### src/oob_consts.svh
`ifndef OOB_CONSTS_SVH
`define OOB_CONSTS_SVH

// ********************************************************
// clock and printed times, in picoseconds
// ********************************************************
`define OOB_CLK_PS 40000
`define OOB_T_BURST_PS 106700
`define OOB_T_RST_GAP_PS 320000
`define OOB_T_WAKE_GAP_PS 106700
`define OOB_T_RST_MIN_PS 175000
`define OOB_T_RST_MAX_PS 525000
`define OOB_T_WAKE_MIN_PS 35000
`define OOB_T_WAKE_MAX_PS 175000
`define OOB_T_WAKE_TAIL_MAX_PS 228300
`define OOB_T_SPEED_PS 54600000
`define OOB_T_HOST_WAIT_PS 873800000

// ********************************************************
// cycle counts derived from the times
// ********************************************************
`define OOB_CEIL(t) (((t) + `OOB_CLK_PS - 1) / `OOB_CLK_PS)
`define OOB_FLOOR(t) ((t) / `OOB_CLK_PS)
`define OOB_BURST_CYC `OOB_CEIL(`OOB_T_BURST_PS)
`define OOB_RST_GAP_CYC `OOB_CEIL(`OOB_T_RST_GAP_PS)
`define OOB_WAKE_GAP_CYC `OOB_CEIL(`OOB_T_WAKE_GAP_PS)
`define OOB_RST_MIN_CYC `OOB_CEIL(`OOB_T_RST_MIN_PS)
`define OOB_RST_MAX_CYC `OOB_FLOOR(`OOB_T_RST_MAX_PS)
`define OOB_WAKE_MIN_CYC `OOB_CEIL(`OOB_T_WAKE_MIN_PS)
`define OOB_WAKE_MAX_CYC `OOB_FLOOR(`OOB_T_WAKE_MAX_PS)
`define OOB_RST_TAIL_CYC `OOB_CEIL(`OOB_T_RST_MAX_PS)
`define OOB_WAKE_TAIL_CYC `OOB_FLOOR(`OOB_T_WAKE_TAIL_MAX_PS)
`define OOB_SPEED_CYC `OOB_FLOOR(`OOB_T_SPEED_PS)
`define OOB_HOST_WAIT_CYC `OOB_CEIL(`OOB_T_HOST_WAIT_PS)

// ********************************************************
// counts of events
// ********************************************************
`define OOB_MIN_BURSTS 6
`define OOB_DET_GAPS 3
`define OOB_RUN_LEN 3
`define OOB_IDLE_SAT 31

`endif

### src/oob_pkg.sv
package oob_pkg;
`include "oob_consts.svh"

  typedef enum logic [1:0] {
    PRIM_NONE = 2'h0,
    PRIM_D10 = 2'h1,
    PRIM_ALIGN = 2'h2,
    PRIM_SYNC = 2'h3
  } oob_prim_t;

  typedef enum logic {
    KIND_LONG = 1'h0,
    KIND_WAKE = 1'h1
  } oob_kind_t;

  typedef logic [1:0] oob_speed_t;

  typedef enum logic [8:0] {
    DS_RESET = 9'h001,
    DS_INIT = 9'h002,
    DS_WAIT_WAKE = 9'h004,
    DS_WAKE = 9'h008,
    DS_ALIGN = 9'h010,
    DS_SYNC = 9'h020,
    DS_READY = 9'h040,
    DS_SLEEP = 9'h080,
    DS_ERROR = 9'h100
  } oob_dev_state_t;

  typedef enum logic [7:0] {
    HS_HRST = 8'h01,
    HS_WAIT_INIT = 8'h02,
    HS_WAKE = 8'h04,
    HS_WAIT_DWAKE = 8'h08,
    HS_D10 = 8'h10,
    HS_ALIGN = 8'h20,
    HS_READY = 8'h40,
    HS_STOP = 8'h80
  } oob_host_state_t;

  function automatic logic [15:0] oob_gap_cyc(input oob_kind_t k);
    return (k == KIND_WAKE) ? 16'(`OOB_WAKE_GAP_CYC) : 16'(`OOB_RST_GAP_CYC);
  endfunction

  function automatic logic [15:0] oob_tail_cyc(input oob_kind_t k);
    return (k == KIND_WAKE) ? 16'(`OOB_WAKE_TAIL_CYC) : 16'(`OOB_RST_TAIL_CYC);
  endfunction

  function automatic logic oob_in_win(input logic [4:0] idle, input oob_kind_t k);
    if (k == KIND_WAKE) begin
      return idle >= 5'(`OOB_WAKE_MIN_CYC) && idle <= 5'(`OOB_WAKE_MAX_CYC);
    end
    return idle >= 5'(`OOB_RST_MIN_CYC) && idle <= 5'(`OOB_RST_MAX_CYC);
  endfunction

  function automatic logic [1:0] oob_sat_inc(input logic [1:0] c);
    return (c == 2'h3) ? c : c + 2'h1;
  endfunction

  // idle or alignment breaks the run
  function automatic logic [1:0] oob_run_next(input logic [1:0] c, input oob_prim_t p);
    return (p == PRIM_NONE || p == PRIM_ALIGN) ? 2'h0 : oob_sat_inc(c);
  endfunction
endpackage

### src/oob_link_if.sv
`timescale 1ns/100ps
interface oob_link_if import oob_pkg::*; ();
  logic h2d_burst;
  oob_prim_t h2d_prim;
  oob_speed_t h2d_speed;
  logic d2h_burst;
  oob_prim_t d2h_prim;
  oob_speed_t d2h_speed;

  modport host (
    output h2d_burst, h2d_prim, h2d_speed,
    input d2h_burst, d2h_prim, d2h_speed
  );
  modport dev (
    input h2d_burst, h2d_prim, h2d_speed,
    output d2h_burst, d2h_prim, d2h_speed
  );
endinterface

### src/oob_dev.sv
`timescale 1ns/100ps
`include "oob_consts.svh"

// ********************************************************
// burst train generator
// ********************************************************
module oob_tx import oob_pkg::*; (
  input wire logic clk_i,
  input wire logic rst_n_i,
  input wire logic ce_i,
  input wire logic start_i,
  input wire oob_kind_t kind_i,
  input wire logic cont_i,
  output logic line_o,
  output logic busy_o,
  output logic done_o
);
  logic [15:0] ph;
  logic [2:0] nb;
  oob_kind_t kind;

  wire logic last = nb >= 3'(`OOB_MIN_BURSTS);
  wire logic [15:0] gap = oob_gap_cyc(kind);
  wire logic [15:0] tail = oob_tail_cyc(kind);
  wire logic burst_end = line_o && ph == 16'(`OOB_BURST_CYC - 1);
  wire logic gap_end = !line_o && (!last || cont_i) && ph == gap - 16'h0001;
  assign done_o = busy_o && !line_o && last && !cont_i && ph == tail - 16'h0001;

  // a new start aborts any train in flight
  always_ff @(posedge clk_i or negedge rst_n_i) begin
    if (!rst_n_i) begin
      line_o <= 1'b0;
      busy_o <= 1'b0;
      ph <= 16'h0000;
      nb <= 3'h0;
      kind <= KIND_LONG;
    end else if (ce_i) begin
      if (start_i) begin
        kind <= kind_i;
        busy_o <= 1'b1;
        line_o <= 1'b1;
        ph <= 16'h0000;
        nb <= 3'h0;
      end else if (busy_o) begin
        if (burst_end) begin
          line_o <= 1'b0;
          ph <= 16'h0000;
          nb <= last ? nb : nb + 3'h1;
        end else if (gap_end) begin
          line_o <= 1'b1;
          ph <= 16'h0000;
        end else if (done_o) begin
          busy_o <= 1'b0;
          ph <= 16'h0000;
        end else begin
          ph <= ph + 16'h0001;
        end
      end
    end
  end
endmodule

// ********************************************************
// burst spacing detector
// ********************************************************
module oob_det import oob_pkg::*; (
  input wire logic clk_i,
  input wire logic rst_n_i,
  input wire logic ce_i,
  input wire logic line_i,
  output logic long_det_o,
  output logic long_end_o,
  output logic wake_det_o,
  output logic wake_end_o
);
  logic s1;
  logic s2;
  logic s3;
  logic [4:0] idle;
  logic [1:0] lng;
  logic [1:0] wk;
  logic lng_q;
  logic wk_q;

  wire logic rise = s2 && !s3;
  assign long_det_o = lng == 2'(`OOB_DET_GAPS);
  assign wake_det_o = wk == 2'(`OOB_DET_GAPS);
  assign long_end_o = lng_q && !long_det_o;
  assign wake_end_o = wk_q && !wake_det_o;

  // burst length is never checked, only the idle run before each rise
  always_ff @(posedge clk_i or negedge rst_n_i) begin
    if (!rst_n_i) begin
      s1 <= 1'b0;
      s2 <= 1'b0;
      s3 <= 1'b0;
      idle <= 5'h1f;
      lng <= 2'h0;
      wk <= 2'h0;
      lng_q <= 1'b0;
      wk_q <= 1'b0;
    end else if (ce_i) begin
      s1 <= line_i;
      s2 <= s1;
      s3 <= s2;
      if (s2) begin
        idle <= 5'h00;
      end else if (idle != 5'(`OOB_IDLE_SAT)) begin
        idle <= idle + 5'h01;
      end
      if (rise) begin
        lng <= oob_in_win(idle, KIND_LONG) ? oob_sat_inc(lng) : 2'h0;
        wk <= oob_in_win(idle, KIND_WAKE) ? oob_sat_inc(wk) : 2'h0;
      end else begin
        if (idle > 5'(`OOB_RST_MAX_CYC)) begin
          lng <= 2'h0;
        end
        if (idle > 5'(`OOB_WAKE_MAX_CYC)) begin
          wk <= 2'h0;
        end
      end
      lng_q <= long_det_o;
      wk_q <= wake_det_o;
    end
  end
endmodule

// ********************************************************
// device end
// ********************************************************
module oob_dev import oob_pkg::*; (
  input wire logic clk_i,
  input wire logic rst_n_i,
  input wire logic ce_i,
  oob_link_if.dev link,
  input wire oob_speed_t max_speed_i,
  input wire logic init_req_i,
  input wire logic sleep_req_i,
  output logic hw_reset_o,
  output logic link_up_o,
  output logic sleep_o,
  output logic err_o,
  output oob_speed_t speed_o
);
  oob_dev_state_t state;
  oob_dev_state_t next_state;
  oob_speed_t speed;
  oob_prim_t prim;
  logic [15:0] timer;
  logic [1:0] run;
  logic boot;
  logic tx_line;
  logic tx_done;
  logic long_det;
  logic long_end;
  logic wake_det;
  logic wake_end;

  wire logic tmo = timer == 16'(`OOB_SPEED_CYC - 1);
  wire logic align_seen = link.h2d_prim == PRIM_ALIGN && link.h2d_speed == speed;
  wire logic entering = next_state != state;
  wire logic tx_start = boot || (entering && (next_state == DS_INIT || next_state == DS_WAKE));
  wire oob_kind_t tx_kind = (next_state == DS_WAKE) ? KIND_WAKE : KIND_LONG;
  wire logic init_ok = state != DS_RESET && state != DS_INIT;
  wire oob_prim_t next_prim = (next_state == DS_ALIGN) ? PRIM_ALIGN :
      (next_state == DS_SYNC || next_state == DS_READY) ? PRIM_SYNC : PRIM_NONE;

  assign link.d2h_burst = tx_line;
  assign link.d2h_prim = prim;
  assign link.d2h_speed = speed;
  assign hw_reset_o = state == DS_RESET;
  assign link_up_o = state == DS_READY;
  assign sleep_o = state == DS_SLEEP;
  assign err_o = state == DS_ERROR;
  assign speed_o = speed;

  oob_tx u_tx (
    .clk_i(clk_i),
    .rst_n_i(rst_n_i),
    .ce_i(ce_i),
    .start_i(tx_start),
    .kind_i(tx_kind),
    .cont_i(1'b0),
    .line_o(tx_line),
    .busy_o(),
    .done_o(tx_done)
  );

  oob_det u_det (
    .clk_i(clk_i),
    .rst_n_i(rst_n_i),
    .ce_i(ce_i),
    .line_i(link.h2d_burst),
    .long_det_o(long_det),
    .long_end_o(long_end),
    .wake_det_o(wake_det),
    .wake_end_o(wake_end)
  );

  always_comb begin
    next_state = state;
    case (state)
      DS_RESET: begin
        if (long_end) next_state = DS_INIT;
      end
      DS_INIT: begin
        if (tx_done) next_state = DS_WAIT_WAKE;
      end
      DS_WAIT_WAKE: begin
        if (wake_end) next_state = DS_WAKE;
      end
      DS_WAKE: begin
        if (tx_done) next_state = DS_ALIGN;
      end
      DS_ALIGN: begin
        if (align_seen) next_state = DS_SYNC;
        else if (tmo && speed == 2'h0) next_state = DS_ERROR;
      end
      DS_SYNC: begin
        if (run == 2'(`OOB_RUN_LEN)) next_state = DS_READY;
      end
      DS_READY: begin
        if (sleep_req_i) next_state = DS_SLEEP;
      end
      DS_SLEEP: begin
        if (wake_det) next_state = DS_WAIT_WAKE;
      end
      DS_ERROR: begin
        next_state = DS_ERROR;
      end
      default: begin
        next_state = DS_RESET;
      end
    endcase
    // software may ask for a host reset in any state but DS_RESET and DS_INIT
    if (init_req_i && init_ok) next_state = DS_INIT;
    if (long_det) next_state = DS_RESET;
  end

  always_ff @(posedge clk_i or negedge rst_n_i) begin
    if (!rst_n_i) begin
      state <= DS_INIT;
      boot <= 1'b1;
      speed <= 2'h0;
      prim <= PRIM_NONE;
      timer <= 16'h0000;
      run <= 2'h0;
    end else if (ce_i) begin
      state <= next_state;
      boot <= 1'b0;
      prim <= next_prim;
      run <= oob_run_next(run, link.h2d_prim);
      timer <= (entering || tmo) ? 16'h0000 : timer + 16'h0001;
      if (state == DS_WAKE && next_state == DS_ALIGN) begin
        speed <= max_speed_i;
      end else if (state == DS_ALIGN && tmo && !align_seen && speed != 2'h0) begin
        speed <= speed - 2'h1;
      end
    end
  end
endmodule

### src/flat_wrapper.sv
// flat-port wrapper written by rule: the top's interface ports become plain ports
module oob_dev_flat import oob_pkg::*;
  (clk_i, rst_n_i, ce_i, max_speed_i, init_req_i, sleep_req_i, hw_reset_o, link_up_o, sleep_o, err_o, speed_o, link_h2d_burst, link_h2d_prim, link_h2d_speed, link_d2h_burst, link_d2h_prim, link_d2h_speed);
  oob_link_if link_i ();
  input wire logic clk_i;
  input wire logic rst_n_i;
  input wire logic ce_i;
  input wire oob_speed_t max_speed_i;
  input wire logic init_req_i;
  input wire logic sleep_req_i;
  output logic hw_reset_o;
  output logic link_up_o;
  output logic sleep_o;
  output logic err_o;
  output oob_speed_t speed_o;
  input wire logic [$bits(link_i.h2d_burst)-1:0] link_h2d_burst;
  input wire logic [$bits(link_i.h2d_prim)-1:0] link_h2d_prim;
  input wire logic [$bits(link_i.h2d_speed)-1:0] link_h2d_speed;
  output wire logic [$bits(link_i.d2h_burst)-1:0] link_d2h_burst;
  output wire logic [$bits(link_i.d2h_prim)-1:0] link_d2h_prim;
  output wire logic [$bits(link_i.d2h_speed)-1:0] link_d2h_speed;
  assign link_i.h2d_burst = link_h2d_burst;
  assign link_i.h2d_prim = link_h2d_prim;
  assign link_i.h2d_speed = link_h2d_speed;
  assign link_d2h_burst = link_i.d2h_burst;
  assign link_d2h_prim = link_i.d2h_prim;
  assign link_d2h_speed = link_i.d2h_speed;
  oob_dev u_core (.clk_i(clk_i), .rst_n_i(rst_n_i), .ce_i(ce_i), .link(link_i), .max_speed_i(max_speed_i), .init_req_i(init_req_i), .sleep_req_i(sleep_req_i), .hw_reset_o(hw_reset_o), .link_up_o(link_up_o), .sleep_o(sleep_o), .err_o(err_o), .speed_o(speed_o));
endmodule
### config.mk
export PLATFORM = sky130hd
export DESIGN_NAME = oob_dev_flat
export DESIGN_NICKNAME = d
export VERILOG_FILES = /design/src/oob_pkg.sv /design/src/oob_link_if.sv /design/src/oob_dev.sv /design/src/flat_wrapper.sv
export VERILOG_INCLUDE_DIRS = /design/src /design/src/src
export SDC_FILE = /design/constraint.sdc
export NUM_CORES = 1
export LEC_CHECK = 0
export ABC_AREA = 1
export BUFFER_PORTS_ARGS = -buffer_cell sky130_fd_sc_hd__buf_2
export CORE_MARGIN = 2
export CORE_UTILIZATION = 50
export CTS_BUF_LIST = sky130_fd_sc_hd__clkbuf_8 sky130_fd_sc_hd__clkbuf_16
export CTS_CLUSTER_SIZE = 8
export DETAILED_ROUTE_END_ITERATION = 10
export MAX_ROUTING_LAYER = met4
export PLACE_DENSITY_LB_ADDON = 0.12
export SLEW_MARGIN = 30
export SYNTH_ARGS = -nofsm -noshare
export SYNTH_HDL_FRONTEND = slang
export SYNTH_SLANG_ARGS = --single-unit
### constraint.sdc
create_clock -name clk_i -period 3.4 [get_ports clk_i]
set_input_delay 0.85 -clock clk_i [delete_from_list [all_inputs] [get_ports clk_i]]
set_output_delay 0.85 -clock clk_i [all_outputs]
set_load 0.005 [all_outputs]
# == Yosys cells after proc, flatten, opt, wreduce, memory -nomap -nowiden ==
# Index checks and enable logic that the tools add are counted.
# totals
ff_bits,68
input_bits,12
output_inout_bits,11
wordCells,172
# classes
addsub,10
magnitude_cmp,7
eq_ne,31
mux,55
n_reduce_logical,50
# ops
op,count
$mux W9,11
$mux W16,6
$pmux W9 S9,1
$add A16 B1 Y16 const B,2
$eq A16 B16 Y1,2
$mux W2,14
$logic_and A1 B1 Y1,20
$eq A9 B2 Y1 const B,2
$eq A9 B4 Y1 const B,2
$eq A9 B5 Y1 const B,2
$eq A9 B6 Y1 const B,2
$eq A9 B7 Y1 const B,2
$eq A16 B11 Y1 const B,1
$eq A16 B2 Y1 const B,1
$mux W1,15
$reduce_bool A2 Y1,7
$mux W3,4
$mux W5,2
$reduce_and A2 Y1,5
$sub A4 B1 Y5 const B,2
$eq A9 B1 Y1 const B,1
$eq A9 B3 Y1 const B,1
$eq A9 B8 Y1 const B,1
$eq A9 B9 Y1 const B,1
other kinds (27),46

# == Depth between registers and ports, before layout ==
# Gate-level depths: netlist of the first run.
# logic_depth
ltp_word,14
mapped_depth,23
depth_no_buf,22

# == By module ==
# From an unflattened synthesis of the first run, not the netlist that was laid out.
# hier_totals
hier_cells,726
hier_area_um2,5101.1
# by_module_without_submodules
mod,n_inst,cells_per_inst,area_each_um2,seq_area_each_um2
oob_dev,1,410,2767.7,803.3
oob_tx,1,214,1508.9,550.5
oob_det,1,102,824.5,356.6

# == Worst setup path after synthesis of the first run ==
# OpenSTA, ideal clock, no wires.
# synth_path
path_kind,input to register
from,input link_h2d_speed[0]
to,register u_core.u_tx.ph[10]
setup_time_ns,0.066
t_arrival_ns,2.455
t_required_ns,3.334
path_slack_ns,0.878
path_stages,17
n_path_buf,1
cell_sequence,xor2_1 -> nor2_1 -> nand2_1 -> nand2_1 -> nand2_1 -> nand2_1 -> nand3_1 -> nand2_1 -> nand2_1 -> nor3_2 -> nand3_2 -> nand2_2 -> nand2_4 -> inv_2 -> buf_2 -> nand4_1 -> nand2_1
# synth_via
elab_chain_cells,12
word_cells_on_any_way,15
classes_between,eq/ne: 4; mux: 5; reduce/logical: 6
# synth_lines
element,line,rtl
start: declaration,flat_wrapper.sv:18,input wire logic [$bits(link_i.h2d_speed)-1:0] link_h2d_speed;
$eq A2 B2 Y1 *,oob_dev.sv:160,wire logic align_seen = link.h2d_prim == PRIM_ALIGN && link.h2d_speed == speed;
$logic_and A1 B1 Y1 *,oob_dev.sv:160,
$mux W9 *,oob_dev.sv:216,if (align_seen) next_state = DS_SYNC;
$pmux W9 S9 *,oob_dev.sv:202,case (state)
$mux W9 *,oob_dev.sv:236,if (init_req_i && init_ok) next_state = DS_INIT;
$mux W9 *,oob_dev.sv:237,if (long_det) next_state = DS_RESET;
$eq A9 B2 Y1 or $eq A9 B4 Y1 (tied branches),oob_dev.sv:162,wire logic tx_start = boot || (entering && (next_state == DS_INIT || next_state == DS_WAKE));
$logic_or A1 B1 Y1,oob_dev.sv:162,
$logic_and A1 B1 Y1 *,oob_dev.sv:162,
$logic_or A1 B1 Y1 *,oob_dev.sv:162,
$reduce_bool A2 Y1 (no source line),-,
$reduce_and A2 Y1 (no source line),-,
end signal: assignment,oob_dev.sv:56,ph <= ph + 16'h0001;
end: declaration,oob_dev.sv:18,logic [15:0] ph;
# Mark *: on every way between the ends. The rest lies on a longest branch, timed or not.
# A chain may end at the register's enable or synchronous reset.

# == Worst setup path after layout of the first run ==
# layout_path
from,register u_core.u_tx.nb[0]
to,register u_core.u_tx.ph[9]
# layout_via
elab_chain_cells,13
word_cells_on_any_way,24
classes_between,order compare: 1; eq/ne: 3; mux: 10; reduce/logical: 10
# layout_lines
element,line,rtl
start: declaration,oob_dev.sv:19,logic [2:0] nb;
start signal: assignment,oob_dev.sv:48,nb <= last ? nb : nb + 3'h1;
$ge A3 B3 Y1 *,oob_dev.sv:22,wire logic last = nb >= 3'(`OOB_MIN_BURSTS);
$logic_and A1 B1 Y1 (2 in a row),oob_dev.sv:27,assign done_o = busy_o && !line_o && last && !cont_i && ph == tail - 16'h0001;
"$mux W9, on equally long branches","oob_dev.sv:213, oob_dev.sv:207",
$pmux W9 S9,oob_dev.sv:202,
$mux W9,oob_dev.sv:236,
$mux W9,oob_dev.sv:237,
$eq A9 B2 Y1 or $eq A9 B4 Y1 (tied branches),oob_dev.sv:162,
$logic_or A1 B1 Y1,oob_dev.sv:162,
$logic_and A1 B1 Y1,oob_dev.sv:162,
$logic_or A1 B1 Y1,oob_dev.sv:162,
$reduce_bool A2 Y1 (no source line),-,
$reduce_and A2 Y1 (no source line),-,
# Mark *: on every way between the ends. The rest lies on a longest branch, timed or not. The select of a mux whose other input is x is not followed.

==> results of run 1 <==
[placed cells by master (no fill, tap or decap), types with 3 or more instances in the layout]
cell / instances
o211ai_1: 3
buf_2: 22
nor2_1: 75
nor4_1: 8
nand2_1: 170
xnor2_1: 5
nand3_2: 5
nand3_1: 62
nor2_2: 7
nand4_1: 44
ha_1: 14
buf_4: 5
a21oi_1: 29
nand2_2: 7
inv_1: 102
nor3_1: 15
dfrtp_1: 61
o21ai_0: 36
mux2i_1: 4
inv_2: 4
dfstp_2: 7
clkbuf_8: 10
nor3_2: 6
xor2_1: 22
[registers in the layout, summed over array words and instances (netlist names), 2 cells and up]
signal / flops
u_core.u_det.idle: 5
u_core.state: 9
u_core.u_tx.nb: 3
u_core.u_det.lng: 2
u_core.timer: 16
u_core.u_tx.ph: 16
u_core.u_det.wk: 2
u_core.link.d2h_speed: 2
u_core.link.d2h_prim: 2
u_core.run: 2
[critical path, cell delays in order (launching register included)]
cell     delay, ps
dfrtp_1        410
inv_1           90
ha_1           150
nand2_1         50
nand2_1        140
and2_1         150
nand4_1        330
nand2_1        150
nand2_1         60
nand2_1         90
nand3_1        100
nand2_1        100
nand2_1         70
nor3_2         130
nand3_2        130
nand2_2        120
nand2_4         80
o21ai_4        390
nand2_1        120
nand2_1         80
[routing by layer]
layer	vias to the layer above	routed length, um
met4	0	161
met5	-	0
met1	2181	5690
met2	133	5280
li1	2385	-
met3	17	665
[through the flow]
step | util, % | area, sq um | instances | worst slack [ps]
4_1_cts | 55.3 | 5380 | 879 | 390
6_report | 55.3 | 5380 | 879 | 393
2_1_floorplan | - | 4990 | 722 | 878
3_5_place_dp | 53.5 | 5210 | 863 | 412
3_3_place_gp | 53.5 | 5210 | 863 | 449
5_1_grt | 55.3 | 5380 | 879 | 89.6
[worst max-delay path by stage]
stage                 startpoint                 end  slack, ps
2_1_floorplan  link_h2d_speed[0]  u_core.u_tx.ph[10]        880
3_3_place_gp   link_h2d_speed[0]   u_core.u_tx.nb[2]        450
3_5_place_dp    link_h2d_prim[0]   u_core.u_tx.ph[9]        410
4_1_cts        u_core.u_tx.nb[0]   u_core.u_tx.ph[9]        390
5_1_grt        u_core.u_tx.nb[0]   u_core.u_tx.ph[9]         90
6_report       u_core.u_tx.nb[0]   u_core.u_tx.ph[9]        390
[cell families after synthesis]
kind of cell,after synthesis,share of synthesized area [%]
simple gates,411,38.9
buf+inv,126,10.0
compound gates,72,7.75
flops,68,34.3
xor+xnor,27,4.74
fa+ha+maj,14,3.51
mux,4,0.803
[area by class of cell]
cell class              instances  area, sq um
clock inverters                 6         32.5
repair buffers                 28          159
fillers                       962         4350
well taps                     133          166
clock buffers                  10          138
multi-input cells             528         2780
inverters                     106          398
flip-flops and latches         68         1710
[power groups by stage]
stage                     clock (mW)  sequential [mW]  combinational (mW)
after floorplan                    0             1.00               0.757
after global placement             0             1.03               0.943
after detailed placement           0             1.03               0.959
after CTS                      0.617             1.02               0.963
after global routing           0.655             1.03                1.10
final                          0.594             1.02               0.970
==> out/metrics.cfg, run 1 <==
[yosys]
yosysSeqAreaShare_pct=34.3
yosysUniqueCellTypes=38
ys_async_sr_fraction_pct=100
synthesis.area_sq_um=4990
synth_common_cells=170 x nand2_1, 100 x inv_1, 75 x nor2_1, 62 x nand3_1, 61 x dfrtp_1
synthDominantCellAreaShare_pct=30.6
yosys_warnings=0
synth_edf_count=0
postSynthAreaPerCell_sq_um=6.91
synth_seq_cells=68
synth_most_common_cell=nand2_1
synth.area.top_cells=dfrtp_1 31%, nand2_1 13%, inv_1 7.5%
syn_nets=748
netlist_instances=722
synth_top_area_cell=dfrtp_1
ys.flop_type=dfrtp_1

[routing]
drt_iter0_markers=267
routed_wl_um=11800
final_antenna_net_count=0
drt_first_pass_iters=5
post_drt_wl_per_cell_um=13.4
via_per_inst=5.37
drc=0
vias=4716

[status]
status=complete, no violations

[clock_network]
cts_setup_buffers=0
cts_buffer_depth=2
hold_buffers=0
cts.sinks=68
cts_resized=0
clk_latency_ps=350
cts_tree=yes
clockRootBuffer=clkbuf_8
numCtsBuffers=9
h-tree-depth=3
clk_pin_slew_worst_paths_ps=80

[finish]
nNetsFinal=767
diodes=0
drive_gt1_share_pct=11.4
area_delta_synth_final_pct=7.88

[critical_path]
worst-path-max-fanout=16
crit_arrival_ps=3290
endpoint_kind=flop
r2r_cells=19
rrSetupSlack_ps=390
cp_data_required_time_ps=3690
crit_path_start_kind=flop
regToRegStartpoint=u_core.u_tx.nb[0]
r2r-end=u_core.u_tx.ph[9]
worstSetupPathType=flop to flop

[power_and_ir_drop]
clock_power_share_pct=23.0
swShare_pct=42.3
pwr-share-comb_pct=37.6
switchingPower_mw=1.09
sequentialPowerShare_pct=39.4
p_leak_nw=2.70
powerDensity_nw_per_um2=480
ir_worst_vdd_v=0.000272
finalPower_mw=2.58
intPower_mw=1.49

[job]
drv_cap=0

[placed_design]
port_buffers=22
dp_hpwl_um=8350
gp_congestion=0.982

[sta]
period_share_pct=88.4
setup_viol=0
worst_hold_slack_ps=482
slew_violations=0
tns_ps=0
hold_violations=0
fin_crit_ps=3010
clock_skew_ps=9.93
rsz0062_at_grt=no
max_slew_margin_pct=57.5
worst_pin_slew_ps=637
fmax_ghz=0.333

[die]
core_area_sq_um=9730
die_x_um=104
die_area_sq_um=10800
fp.dieH_um=104
start_util_pct=51.3
num_rows=36
io_pins=23

[global_route]
grt_max_degree=69
gr-total-overflow=0
antenna_found_initial=0
grtUsageTotal_pct=23.6
busiest_layer=met2
grt_pass1_wl_um=20500
met3_usage_pct=4.82
grt_pass1_vias=4500
use_met1_pct=32.2
use_met2_pct=35.3

[worst_hold_path]
min_from=u_core.u_det.s3
hold_class=flop to flop
holdPathStages=2
hold-path-endpoint=u_core.u_det.s3

No activity file was read; power rests on OpenSTA's default activity.
==> run 2, diff against run 1 <==
==> constraint.sdc (replaced) <==
create_clock -name clk_i -period 2.95 [get_ports clk_i]
set_input_delay 0.7375 -clock clk_i [delete_from_list [all_inputs] [get_ports clk_i]]
set_output_delay 0.7375 -clock clk_i [all_outputs]
set_load 0.005 [all_outputs]
==> out/metrics.cfg, run 2 (same netlist as run 1, synthesis figures left out) <==
[status]
status=complete, no violations

[critical_path]
slowest_stage=dfrtp_1
cp_cell_sequence=nor2_2 -> nand2_1 -> nor3_4 -> nand3_1 -> nand2_1 -> nand3_2 -> nand2_2 -> nand2_1 -> nor2_1 -> nand2_1 -> inv_1 -> nand3_2 -> nand2_4 -> nand2_4 -> o21ai_4 -> buf_12 -> nand2_1 -> nand2_1
slowest_delay_ps=450
cp_data_required_time_ps=3230
crit_path_start_kind=flop
path_buf_inv=2
crit_path_frequent_cell=nand2_1
endpoint_kind=flop
worstSetupPathType=flop to flop
worst-path-max-fanout=16
crit_arrival_ps=3010
cpLargestDelayFamily=simple AND/OR/NAND/NOR gates

[routing]
final_antenna_net_count=0
routed_wl_um=11900
via_per_inst=5.33
post_drt_wl_per_cell_um=13.3
drt_iter0_markers=320
vias=4764
drt_first_pass_iters=5
drc=0

[power_and_ir_drop]
ir_worst_vdd_v=0.000279
p_leak_nw=2.79
powerDensity_nw_per_um2=552

[clock_network]
clk_latency_ps=350
cts_tree=yes
clockRootBuffer=clkbuf_8
numCtsBuffers=9
h-tree-depth=3
clk_pin_slew_worst_paths_ps=80
cts_buffer_depth=2
cts.sinks=68
hold_buffers=0

[sta]
setup_ws_ps=223
max_slew_margin_pct=59.9
clock_skew_ps=15.4
period_share_pct=92.4
setup_viol=0
fmax_ghz=0.367
hold_violations=0
fin_crit_ps=2730
worst_hold_slack_ps=387
slew_violations=0
worst_pin_slew_ps=601

[placed_design]
preCtsSetupSlack_ps=82.3
port_buffers=22
dp_hpwl_um=8460
gp_congestion=0.968

[die]
core_area_sq_um=9730
die_area_sq_um=10800
fp.dieH_um=104
start_util_pct=51.3
io_pins=23
num_rows=36
die_x_um=104

[global_route]
grt_max_degree=56
antenna_found_initial=0
grt_pass1_wl_um=20400
grt_pass1_vias=4446
grtUsageTotal_pct=23.4
gr-total-overflow=0

[finish]
drive_gt1_share_pct=13.4
reg_top3=u_core.timer: 16 flops, u_core.u_tx.ph: 16 flops, u_core.state: 9 flops
nNetsFinal=781
diodes=0
most-common-layout-cells=168 x nand2_1, 103 x inv_1, 74 x nor2_1, 62 x nand3_1, 61 x dfrtp_1
final_common_cell=nand2_1
area_delta_synth_final_pct=11.4

[job]
drv_cap=0

[worst_hold_path]
hold_class=input pin to asynchronous set/reset pin

## run 2: routing by layer
layer  vias up  GRT usage (%)  wire [um]
li1       2413              -          -
met3        13           3.51        583
met2       117           34.2       5240
met5         -              -          0
met1      2221           33.6       5940
met4         0           7.14        119
## run 2: stage by stage
stage	std cells	utilization [%]	TNS [ps]	area, sq um	power [mW]
floorplan	722	-	0	4990	2.03
global placement	871	54.4	0	5290	2.30
detailed placement	871	54.4	0	5290	2.33
CTS	887	56.2	0	5470	3.02
global route	893	57.1	-278	5560	3.31
finish	893	57.1	0	5560	3.06
## run 2: power breakdown
part	internal [mW]	total (mW)	switching (mW)
registers	1.06	1.17	0.115
clock network	0.340	0.688	0.348
logic	0.414	1.21	0.792
total	1.81	3.06	1.26
## run 2: final timing paths
kind                                              start                      end  slack [ps]  depth (start not counted)
worst min register to register  u_core.link.d2h_prim[0]  u_core.link.d2h_prim[0]         480                          2
worst max-delay path                    u_core.state[6]        u_core.u_tx.ph[3]         220                         18
worst min-delay path                            rst_n_i          u_core.timer[9]         390                          1
worst max register to register          u_core.state[6]        u_core.u_tx.ph[3]         220                         18
min in group clk_i              u_core.link.d2h_prim[0]  u_core.link.d2h_prim[0]         480                          2
max in group asynchronous                       rst_n_i          u_core.state[1]        1840                          2
## run 2: layout make-up
| class | count | area [sq um] |
|---|---|---|
| multi-input cells | 528 | 2820 |
| inverters | 106 | 403 |
| fillers | 942 | 4170 |
| clock buffers | 11 | 151 |
| well taps | 133 | 166 |
| flip-flops and latches | 68 | 1710 |
| repair buffers | 42 | 285 |
| clock inverters | 5 | 21.3 |
## run 2: repair_timing
action,in CTS,in global routing
endpoints found under the setup margin,0,18
resized for setup,0,13
buffers inserted,0,6
